===== src/rtl/ttes_pkg.sv =====
// constants and carrier types for the transfer trigger enable registers
// assumes a 32-bit APB slave port with a 12-bit byte offset inside the control unit
package ttes_pkg;

   // ------------------------------------------------------------------
   // bus geometry
   // ------------------------------------------------------------------
   localparam int ADDR_W = 12;
   localparam int DATA_W = 32;

   // ------------------------------------------------------------------
   // register byte offsets
   // ------------------------------------------------------------------
   localparam logic [ADDR_W-1:0] OFF_STATUS_LOW  = 12'h300;
   localparam logic [ADDR_W-1:0] OFF_STATUS_HIGH = 12'h304;
   localparam logic [ADDR_W-1:0] OFF_SET_LOW     = 12'h310;
   localparam logic [ADDR_W-1:0] OFF_SET_HIGH    = 12'h314;
   localparam logic [ADDR_W-1:0] OFF_CLEAR_LOW   = 12'h320;
   localparam logic [ADDR_W-1:0] OFF_CLEAR_HIGH  = 12'h324;

   // ------------------------------------------------------------------
   // implemented event positions, reset values, fixed read values
   // ------------------------------------------------------------------
   // low word: events 7:1, 13:12, 16:15, 19:18, 23:22, 31:27
   localparam logic [DATA_W-1:0] MASK_LOW    = 32'hf8cdb0fe;
   // high word: events 38:32 at bits 6:0, events 41:40 at bits 9:8
   localparam logic [DATA_W-1:0] MASK_HIGH   = 32'h0000037f;
   localparam logic [DATA_W-1:0] RESET_WORD  = 32'h00000000;
   localparam logic [DATA_W-1:0] READ_ZERO   = 32'h00000000;

   // ------------------------------------------------------------------
   // carrier: one bit per event number, low word holds events 31:0
   // ------------------------------------------------------------------
   typedef struct packed {
      logic [DATA_W-1:0] high;
      logic [DATA_W-1:0] low;
   } ttes_events_t;

endpackage : ttes_pkg


===== src/rtl/ttes_enable_word.sv =====
// one 32-bit word of event enable status flags
// assumes set, clear and done are one-cycle pulses in the clk domain
`timescale 1ns/1ps
module ttes_enable_word #(
   parameter logic [31:0] MASK = 32'h00000000
) (
   input  wire logic        clk,
   input  wire logic        nrst,
   input  wire logic [31:0] setBits,
   input  wire logic [31:0] clearBits,
   input  wire logic [31:0] doneBits,
   output logic      [31:0] status
);

   // ------------------------------------------------------------------
   // per-event flags
   // ------------------------------------------------------------------
   for (genvar i = 0; i < 32; i++) begin : g_bit
      if (MASK[i]) begin : g_impl
         always_ff @(posedge clk or negedge nrst) begin
            if (!nrst) begin
               status[i] <= 1'b0;
            end else if (setBits[i]) begin
               status[i] <= 1'b1;
            end else if (clearBits[i] || doneBits[i]) begin
               status[i] <= 1'b0;
            end
         end
      end else begin : g_resv
         assign status[i] = 1'b0;
      end
   end

endmodule : ttes_enable_word


===== src/rtl/ttes_trigger_enable.sv =====
// APB register bank: write-one-to-set and write-one-to-clear event trigger enables,
// plus read-only enable status, for the transfer controller
// assumes APB master per the published protocol; xferDone pulses come from the
// transfer controller, one cycle per finished event (after the last chain link)
//
// Summary of operation
// - writing 1 to an event's set bit enables that event as trigger.
// - writing 0 to a set bit leaves that event's enable unchanged.
// - set bits always read back as 0.
// - reserved positions read 0 and writes there change nothing.
// - low set word bit i controls event i on the implemented positions.
// - high set word bit i controls event i+32; bit 7 and 31:10 reserved.
// - each set bit selects exactly one transfer controller vector.
// - status is read-only; set by set bit, cleared by clear bit.
// - completion of an event's transfers clears its enable status, unless a set write for it lands in the same cycle.
// - writing 1 to a clear bit disables the event; 0 does nothing.
`timescale 1ns/1ps
module ttes_trigger_enable (
   input  wire logic                        clk,
   input  wire logic                        nrst,
   input  wire logic                        psel,
   input  wire logic                        penable,
   input  wire logic                        pwrite,
   input  wire logic [ttes_pkg::ADDR_W-1:0] paddr,
   input  wire logic [ttes_pkg::DATA_W-1:0] pwdata,
   input  wire logic [3:0]                  pstrb,
   output logic      [ttes_pkg::DATA_W-1:0] prdata,
   output logic                             pready,
   output logic                             pslverr,
   input  wire ttes_pkg::ttes_events_t      xferDone,
   output ttes_pkg::ttes_events_t           trigEnable
);

   // ------------------------------------------------------------------
   // address decode
   // ------------------------------------------------------------------
   function automatic logic hitReg(input logic [ttes_pkg::ADDR_W-1:0] a,
                                   input logic [ttes_pkg::ADDR_W-1:0] off);
      hitReg = (a == off);
   endfunction : hitReg

   function automatic logic isMapped(input logic [ttes_pkg::ADDR_W-1:0] a);
      isMapped = hitReg(a, ttes_pkg::OFF_STATUS_LOW) || hitReg(a, ttes_pkg::OFF_STATUS_HIGH)
              || hitReg(a, ttes_pkg::OFF_SET_LOW)    || hitReg(a, ttes_pkg::OFF_SET_HIGH)
              || hitReg(a, ttes_pkg::OFF_CLEAR_LOW)  || hitReg(a, ttes_pkg::OFF_CLEAR_HIGH);
   endfunction : isMapped

   logic                        setupPhase;
   logic                        wrCommit;
   logic [ttes_pkg::DATA_W-1:0] wdata;
   logic [ttes_pkg::DATA_W-1:0] setLow;
   logic [ttes_pkg::DATA_W-1:0] setHigh;
   logic [ttes_pkg::DATA_W-1:0] clrLow;
   logic [ttes_pkg::DATA_W-1:0] clrHigh;
   logic [ttes_pkg::DATA_W-1:0] next_rdata;

   assign setupPhase = psel && !penable;
   // status registers are read-only, so a write there is accepted and dropped
   assign wrCommit   = psel && penable && pready && pwrite && !pslverr;

   // byte strobes gate write-one bits so a partial write never touches other lanes
   for (genvar b = 0; b < 4; b++) begin : g_lane
      assign wdata[8*b +: 8] = pwdata[8*b +: 8] & {8{pstrb[b]}};
   end

   // ------------------------------------------------------------------
   // write-one pulses
   // ------------------------------------------------------------------
   // zeros and reserved masked
   assign setLow  = (wrCommit && hitReg(paddr, ttes_pkg::OFF_SET_LOW))
                    ? (wdata & ttes_pkg::MASK_LOW)  : ttes_pkg::READ_ZERO;
   // high word maps event minus 32
   assign setHigh = (wrCommit && hitReg(paddr, ttes_pkg::OFF_SET_HIGH))
                    ? (wdata & ttes_pkg::MASK_HIGH) : ttes_pkg::READ_ZERO;
   assign clrLow  = (wrCommit && hitReg(paddr, ttes_pkg::OFF_CLEAR_LOW))
                    ? (wdata & ttes_pkg::MASK_LOW)  : ttes_pkg::READ_ZERO;
   assign clrHigh = (wrCommit && hitReg(paddr, ttes_pkg::OFF_CLEAR_HIGH))
                    ? (wdata & ttes_pkg::MASK_HIGH) : ttes_pkg::READ_ZERO;

   // ------------------------------------------------------------------
   // enable status words
   // ------------------------------------------------------------------
   ttes_enable_word #(.MASK(ttes_pkg::MASK_LOW)) u_word_low (
      .clk       (clk),
      .nrst      (nrst),
      .setBits   (setLow),
      .clearBits (clrLow),
      .doneBits  (xferDone.low),
      .status    (trigEnable.low)
   );

   ttes_enable_word #(.MASK(ttes_pkg::MASK_HIGH)) u_word_high (
      .clk       (clk),
      .nrst      (nrst),
      .setBits   (setHigh),
      .clearBits (clrHigh),
      .doneBits  (xferDone.high),
      .status    (trigEnable.high)
   );

   // ------------------------------------------------------------------
   // read data
   // ------------------------------------------------------------------
   always_comb begin
      // set and clear words read zero
      next_rdata = ttes_pkg::READ_ZERO;
      if (hitReg(paddr, ttes_pkg::OFF_STATUS_LOW)) begin
         next_rdata = trigEnable.low;
      end else if (hitReg(paddr, ttes_pkg::OFF_STATUS_HIGH)) begin
         next_rdata = trigEnable.high;
      end
   end

   // ------------------------------------------------------------------
   // APB answer: one access cycle, registered
   // ------------------------------------------------------------------
   always_ff @(posedge clk or negedge nrst) begin
      if (!nrst) begin
         pready  <= 1'b0;
         pslverr <= 1'b0;
         prdata  <= ttes_pkg::RESET_WORD;
      end else if (setupPhase) begin
         pready  <= 1'b1;
         pslverr <= !isMapped(paddr);
         prdata  <= pwrite ? ttes_pkg::READ_ZERO : next_rdata;
      end else begin
         pready  <= 1'b0;
         pslverr <= 1'b0;
         prdata  <= ttes_pkg::READ_ZERO;
      end
   end
endmodule : ttes_trigger_enable


===== config.mk =====
export PLATFORM = sky130hd
export DESIGN_NAME = ttes_trigger_enable
export DESIGN_NICKNAME = d
export VERILOG_FILES = /design/src/rtl/ttes_pkg.sv /design/src/rtl/ttes_enable_word.sv /design/src/rtl/ttes_trigger_enable.sv
export SDC_FILE = /design/constraint.sdc
export NUM_CORES = 1
export LEC_CHECK = 0
export BUFFER_PORTS_ARGS = -buffer_cell sky130_fd_sc_hd__buf_2
export CAP_MARGIN = 25
export CORE_UTILIZATION = 37
export CTS_BUF_LIST = sky130_fd_sc_hd__clkbuf_4
export DETAILED_ROUTE_END_ITERATION = 7
export PLACE_DENSITY = 0.79
export RECOVER_POWER = 100
export SLEW_MARGIN = 20
export SYNTH_ARGS = -nofsm -noshare
export SYNTH_HDL_FRONTEND = slang
export SYNTH_SLANG_ARGS = --single-unit

===== constraint.sdc =====
create_clock -name clk -period 1.6 [get_ports clk]
set_clock_uncertainty 0.15 [all_clocks]
set_input_delay 0 -clock clk [delete_from_list [all_inputs] [get_ports clk]]
set_output_delay 0 -clock clk [all_outputs]
set_load 0.02 [all_outputs]

# --- Yosys cells after proc, flatten, opt, wreduce, memory -nomap -nowiden ---
# Index checks and enable logic that the tools add are counted.
totals:
  register_bits: 63
  in_bits: 117
  out_inout_bits: 98
  wordCells: 185
classes:
  eq_ne: 6
  mux: 68
  bitwise: 4
  n_reduce_logical: 75
ops:
  columns: ["cell", "count"]
  rows:
  - ["$mux W32", 5]
  - ["$eq A12 B10 Y1 const B", 6]
  - ["$mux W1", 60]
  - ["$reduce_bool A2 Y1", 29]
  - ["$logic_or A1 B1 Y1", 34]
  - ["$and A8 B8 Y8", 4]
  - ["$mux W10", 3]
  - ["$logic_and A1 B1 Y1", 9]
  - ["$logic_not A1 Y1", 3]

# --- Longest topological paths before layout ---
logic_depth:
  ltp_word: 9
  depth_mapped: 6
  depth_no_buf: 4

# --- Modules after synthesis ---
# A second synthesis with hierarchy kept.
hier_totals:
  hier_cells: 348
  area_unflattened_um2: 3439.5
by_module_without_submodules:
  columns: ["module", "instances", "cells_each", "area_per_inst_um2"]
  rows:
  - ["ttes_trigger_enable", 1, 224, 2117.0]
  - ["ttes_enable_word (u_word_low)", 1, 73, 819.5]
  - ["ttes_enable_word (u_word_high)", 1, 51, 503.0]

# --- Worst setup path after synthesis ---
# OpenSTA, ideal clock, no wires.
synth_path:
  path_kind: "register to register"
  startpoint: "register pslverr"
  endpoint: "register u_word_high.status[0]"
  setup_ns: 0.135
  t_arrival_ns: 1.466
  path_slack_ns: -0.151
  stages_incl_launch_ff: 7
  path_buffers: 2
  cell_sequence: "dfrtp_1 -> and3b_1 -> nand4_1 -> buf_2 -> clkbuf_1 -> nor4_1 -> o22ai_1"
synth_between:
  elab_chain_len: 6
  elab_cells_between_ends: 9
  cone_classes: "3 x mux; 6 x reduce/logical"
synth_lines:
  columns: ["item", "line", "rtl"]
  rows:
  - ["start: declaration", "ttes_trigger_enable.sv:29", "output logic pslverr,"]
  - ["start signal: assignment", "ttes_trigger_enable.sv:124", "pslverr <= !isMapped(paddr);"]
  - ["$logic_not A1 Y1 *", "ttes_trigger_enable.sv:59", "assign wrCommit = psel && penable && pready && pwrite && !pslverr;"]
  - ["$logic_and A1 B1 Y1 *", "ttes_trigger_enable.sv:59", null]
  - ["$logic_and A1 B1 Y1", "ttes_trigger_enable.sv:77", "assign clrHigh = (wrCommit && hitReg(paddr, ttes_pkg::OFF_CLEAR_HIGH))"]
  - ["$mux W10", "ttes_trigger_enable.sv:78", "? (wdata & ttes_pkg::MASK_HIGH) : ttes_pkg::READ_ZERO;"]
  - ["$logic_or A1 B1 Y1", "ttes_enable_word.sv:25", "end else if (clearBits[i] || doneBits[i]) begin"]
  - ["$reduce_bool A2 Y1 (no line)", null, null]
  - ["end signal: indexed assignment", "ttes_enable_word.sv:22", "status[i] <= 1'b0;"]
  - ["end signal: indexed assignment", "ttes_enable_word.sv:24", "status[i] <= 1'b1;"]
  - ["end signal: indexed assignment", "ttes_enable_word.sv:26", "status[i] <= 1'b0;"]
  - ["end: declaration", "ttes_enable_word.sv:12", "output logic [31:0] status"]
# Every way passes the cells marked *; elsewhere a longest branch is shown, timed or not.
# A chain may end at the register's enable or synchronous reset.

# --- Final worst setup path ---
layout_path:
  startpoint: "register pslverr"
  endpoint: "register u_word_low.status[5]"
layout_between:
  elab_chain_len: 6
  elab_cells_between_ends: 9
  cone_classes: "3 x mux; 6 x reduce/logical"
layout_lines:
  columns: ["item", "line", "rtl"]
  rows:
  - ["$logic_not A1 Y1 *", "ttes_trigger_enable.sv:59", null]
  - ["$logic_and A1 B1 Y1 *", "ttes_trigger_enable.sv:59", null]
  - ["$logic_and A1 B1 Y1", "ttes_trigger_enable.sv:75", "assign clrLow = (wrCommit && hitReg(paddr, ttes_pkg::OFF_CLEAR_LOW))"]
  - ["$mux W32", "ttes_trigger_enable.sv:76", "? (wdata & ttes_pkg::MASK_LOW) : ttes_pkg::READ_ZERO;"]
  - ["$logic_or A1 B1 Y1", "ttes_enable_word.sv:25", null]
  - ["$reduce_bool A2 Y1 (no line)", null, null]
  - ["end signal: indexed assignment", "ttes_enable_word.sv:22", null]
  - ["end signal: indexed assignment", "ttes_enable_word.sv:24", null]
  - ["end signal: indexed assignment", "ttes_enable_word.sv:26", null]
  - ["end: declaration", "ttes_enable_word.sv:12", null]
# Marks and branches as above.

==> results.toml <==
[status]
status = "finished, violations left"
violations = "negative hold slack, negative setup slack"

[clock_network]
tritoncts = "done"
htreeDepth = 2
clkTransAtPathRegs_ps = 160
root_buffer = "clkbuf_4"
cts_sinks = 54
insertion_delay_ps = 370
cts_setup_buffers = 0
cts_buffer_depth = 2
hold_buffers = 89
cts_made_buffers = 5

[synth]
synth-main-ff-cell = "dfrtp_1"
ys_ff_latch = 54
synthXorXnorAreaFrac_pct = 0
synthArstFlopShare_pct = 100
yosysTopAreaCell = "dfrtp_1"
synth-edff-count = 0
netlist_area_um2 = 2740
syn-instance-count = 277
synth-compound-area-share_pct = 6.82
yosys.area_share.simple_pct = 26.1
synth.yosys.seq_area_share_pct = 49.4
synth.area.top_cells = "dfrtp_1 (49%), buf_4 (12%), nand2b_1 (6.9%)"
synth_top_family_by_area = "simple AND/OR/NAND/NOR gates"
avgSynthCellArea_um2 = 9.87
synthMuxAreaShare_pct = 2.20
synthAdderAreaFrac_pct = 0
synthDistinctLibCells = 26
ys_warn_count = 0
netlist.area_leader.share_pct = 49.4

[critical_path]
cp-start-kind = "register"
crit_required_ps = 1720
r2r.worst_path.cells = 5
r2r-start = "pslverr$_DFF_PN0_"
cp.arrival_ps = 1780
setup.worst_path.class = "register to register"
cp-end-kind = "register"
ff2ff_setup_slack_ps = -60
path_max_fanout = 19
reg2reg_to = "u_word_low.status[5]$_DFFE_PN0P_"

[die]
io_pins = 215
die_area_um2 = 7740
start_util_pct = 39.2
die-width_um = 88.0
rows = 30
coreArea_um2 = 6980
die_h_um = 88.0

[hold_path]
min_to = "prdata[5]$_DFF_PN0_"
hold_class = "input port to register"
min-delay-start = "paddr[0]"
holdPathStages = 5

[pwr]
p_per_area_nw_per_um2 = 599
leakagePower_nw = 1.96
ir_drop_v = 0.000401

[sta]
fin_hold_ws_ps = -35.6
setup_viol = 20
post-route-period-util_pct = 104
worst-slew-pin-transition_ps = 611
max_freq_ghz = 0.601
drv_slew = 0
rsz0062_at_grt = "yes"
hold_viol_final = 6
min_period_ps = 1660
fin_ws_ps = -62.7
slew_headroom_pct = 59.2

[route]
drc = 0
first_pass_iters = 4
drt-initial-drc-count = 124
detail_route.wirelength_mm = 9.06
dr_total_vias = 2875
ant_nets = 0
wire_per_inst_um = 15.3
avgViaCountPerCell = 4.86

[grt]
track_usage_pct = 23.0
grt_max_degree = 31
grt_pass1_wl_mm = 13.3
antenna_found_initial = 0
first_global_vias = 2845
grt_overflow = 0

[layout]
final_common_cell = "dlygate4sd3_1"
diodes = 0
drive_gt1_share_pct = 23.8
fin_area_um2 = 4400
layout_common_cells = "dlygate4sd3_1 (89), buf_2 (71), clkbuf_1 (55)"
nets = 611
syn_to_final_growth_pct = 60.9

[place]
routabilityCongestion = 0.721
post_dp_cell_area_um2 = 3350
port_buffers = 126
hpwl_mm = 5.41

[run]
maxCapViolations = 0
## through the flow
step	util [%]	total power, mW	setup TNS (ps)	worst slack (ps)	std cells
3_3_place_gp	48.0	1.70	-25.2	-10.4	494
6_report	63.0	2.63	-636	-62.7	591
2_1_floorplan	-	1.64	-85.5	-5.92	320
4_1_cts	62.4	2.65	-76.7	-15.1	591
3_5_place_dp	48.0	1.70	-756	-56.7	494
5_1_grt	63.0	2.74	-1900	-135	591
## power by group
part | internal (mW) | switching (mW) | leakage [nW]
sequential | 1.37 | 0.00148 | 0.753
clock | 0.331 | 0.434 | 0.0432
combinational | 0.242 | 0.259 | 1.16
total | 1.94 | 0.694 | 1.96
## layer usage
| layer | vias to the layer above | part of all wire (%) | GRT usage, % |
|---|---|---|---|
| li1 | 1311 | - | - |
| met1 | 1377 | 40 | 26.0 |
| met2 | 174 | 51 | 43.1 |
| met3 | 13 | 7.6 | 3.86 |
| met4 | 0 | 1.5 | 8.49 |
| met5 | - | 0 | 0 |
## cell type report
type | count | area [um^2]
Tap cell | 96 | 120
Multi-Input combinational cell | 203 | 1300
Timing Repair Buffer | 226 | 1540
Inverter | 4 | 15.0
Clock buffer | 5 | 37.5
Sequential cell | 54 | 1350
Fill cell | 572 | 2580
Clock inverter | 3 | 42.5
## worst max-delay path, cell delays in order, from the launching register on
cell and delay [ps]:
dfrtp_1 410, and3b_1 230, nand4_1 150, buf_6 230, nor4_1 260, o22ai_1 130
## Yosys cell counts, types with 4 or more instances
library cell  count
dfrtp_1          54
buf_4            44
nand2b_1         30
nor4_1           29
o22ai_1          29
nand2_1          25
and2_1           15
nor2_1            9
clkbuf_1          8
mux2i_1           6
or3_1             4
## worst max-delay path by stage
stage,slack [ps],cells past startpoint,startpoint,to
after floorplan,-6,6,pslverr$_DFF_PN0_,u_word_high.status[2]$_DFFE_PN0P_
after global placement,-10,5,paddr[7],u_word_low.status[31]$_DFFE_PN0P_
after detailed placement,-60,4,pslverr$_DFF_PN0_,u_word_high.status[5]$_DFFE_PN0P_
after CTS,-20,4,pslverr$_DFF_PN0_,u_word_low.status[30]$_DFFE_PN0P_
after global routing,-130,5,pslverr$_DFF_PN0_,u_word_low.status[2]$_DFFE_PN0P_
final,-60,5,pslverr$_DFF_PN0_,u_word_low.status[5]$_DFFE_PN0P_
## state kept, by name (all words and copies together), names as in the netlist
register	count
prdata	23
pready	1
pslverr	1
u_word_high.status	9
u_word_low.status	20
## cell families after synthesis
group	Yosys count
buffers and inverters	63
AO/OA/AOI/OAI	30
multiplexers	6
other	1
flip-flops	54
AND/OR/NAND/NOR	123
## repair_timing
action                                  in CTS  in global routing
pin swaps                                    0                  0
endpoints found under the hold margin       89                  6
resized for setup                            6                 19
endpoints found under the setup margin      21                 34
Note: power is estimated with default switching activity, not from simulation.
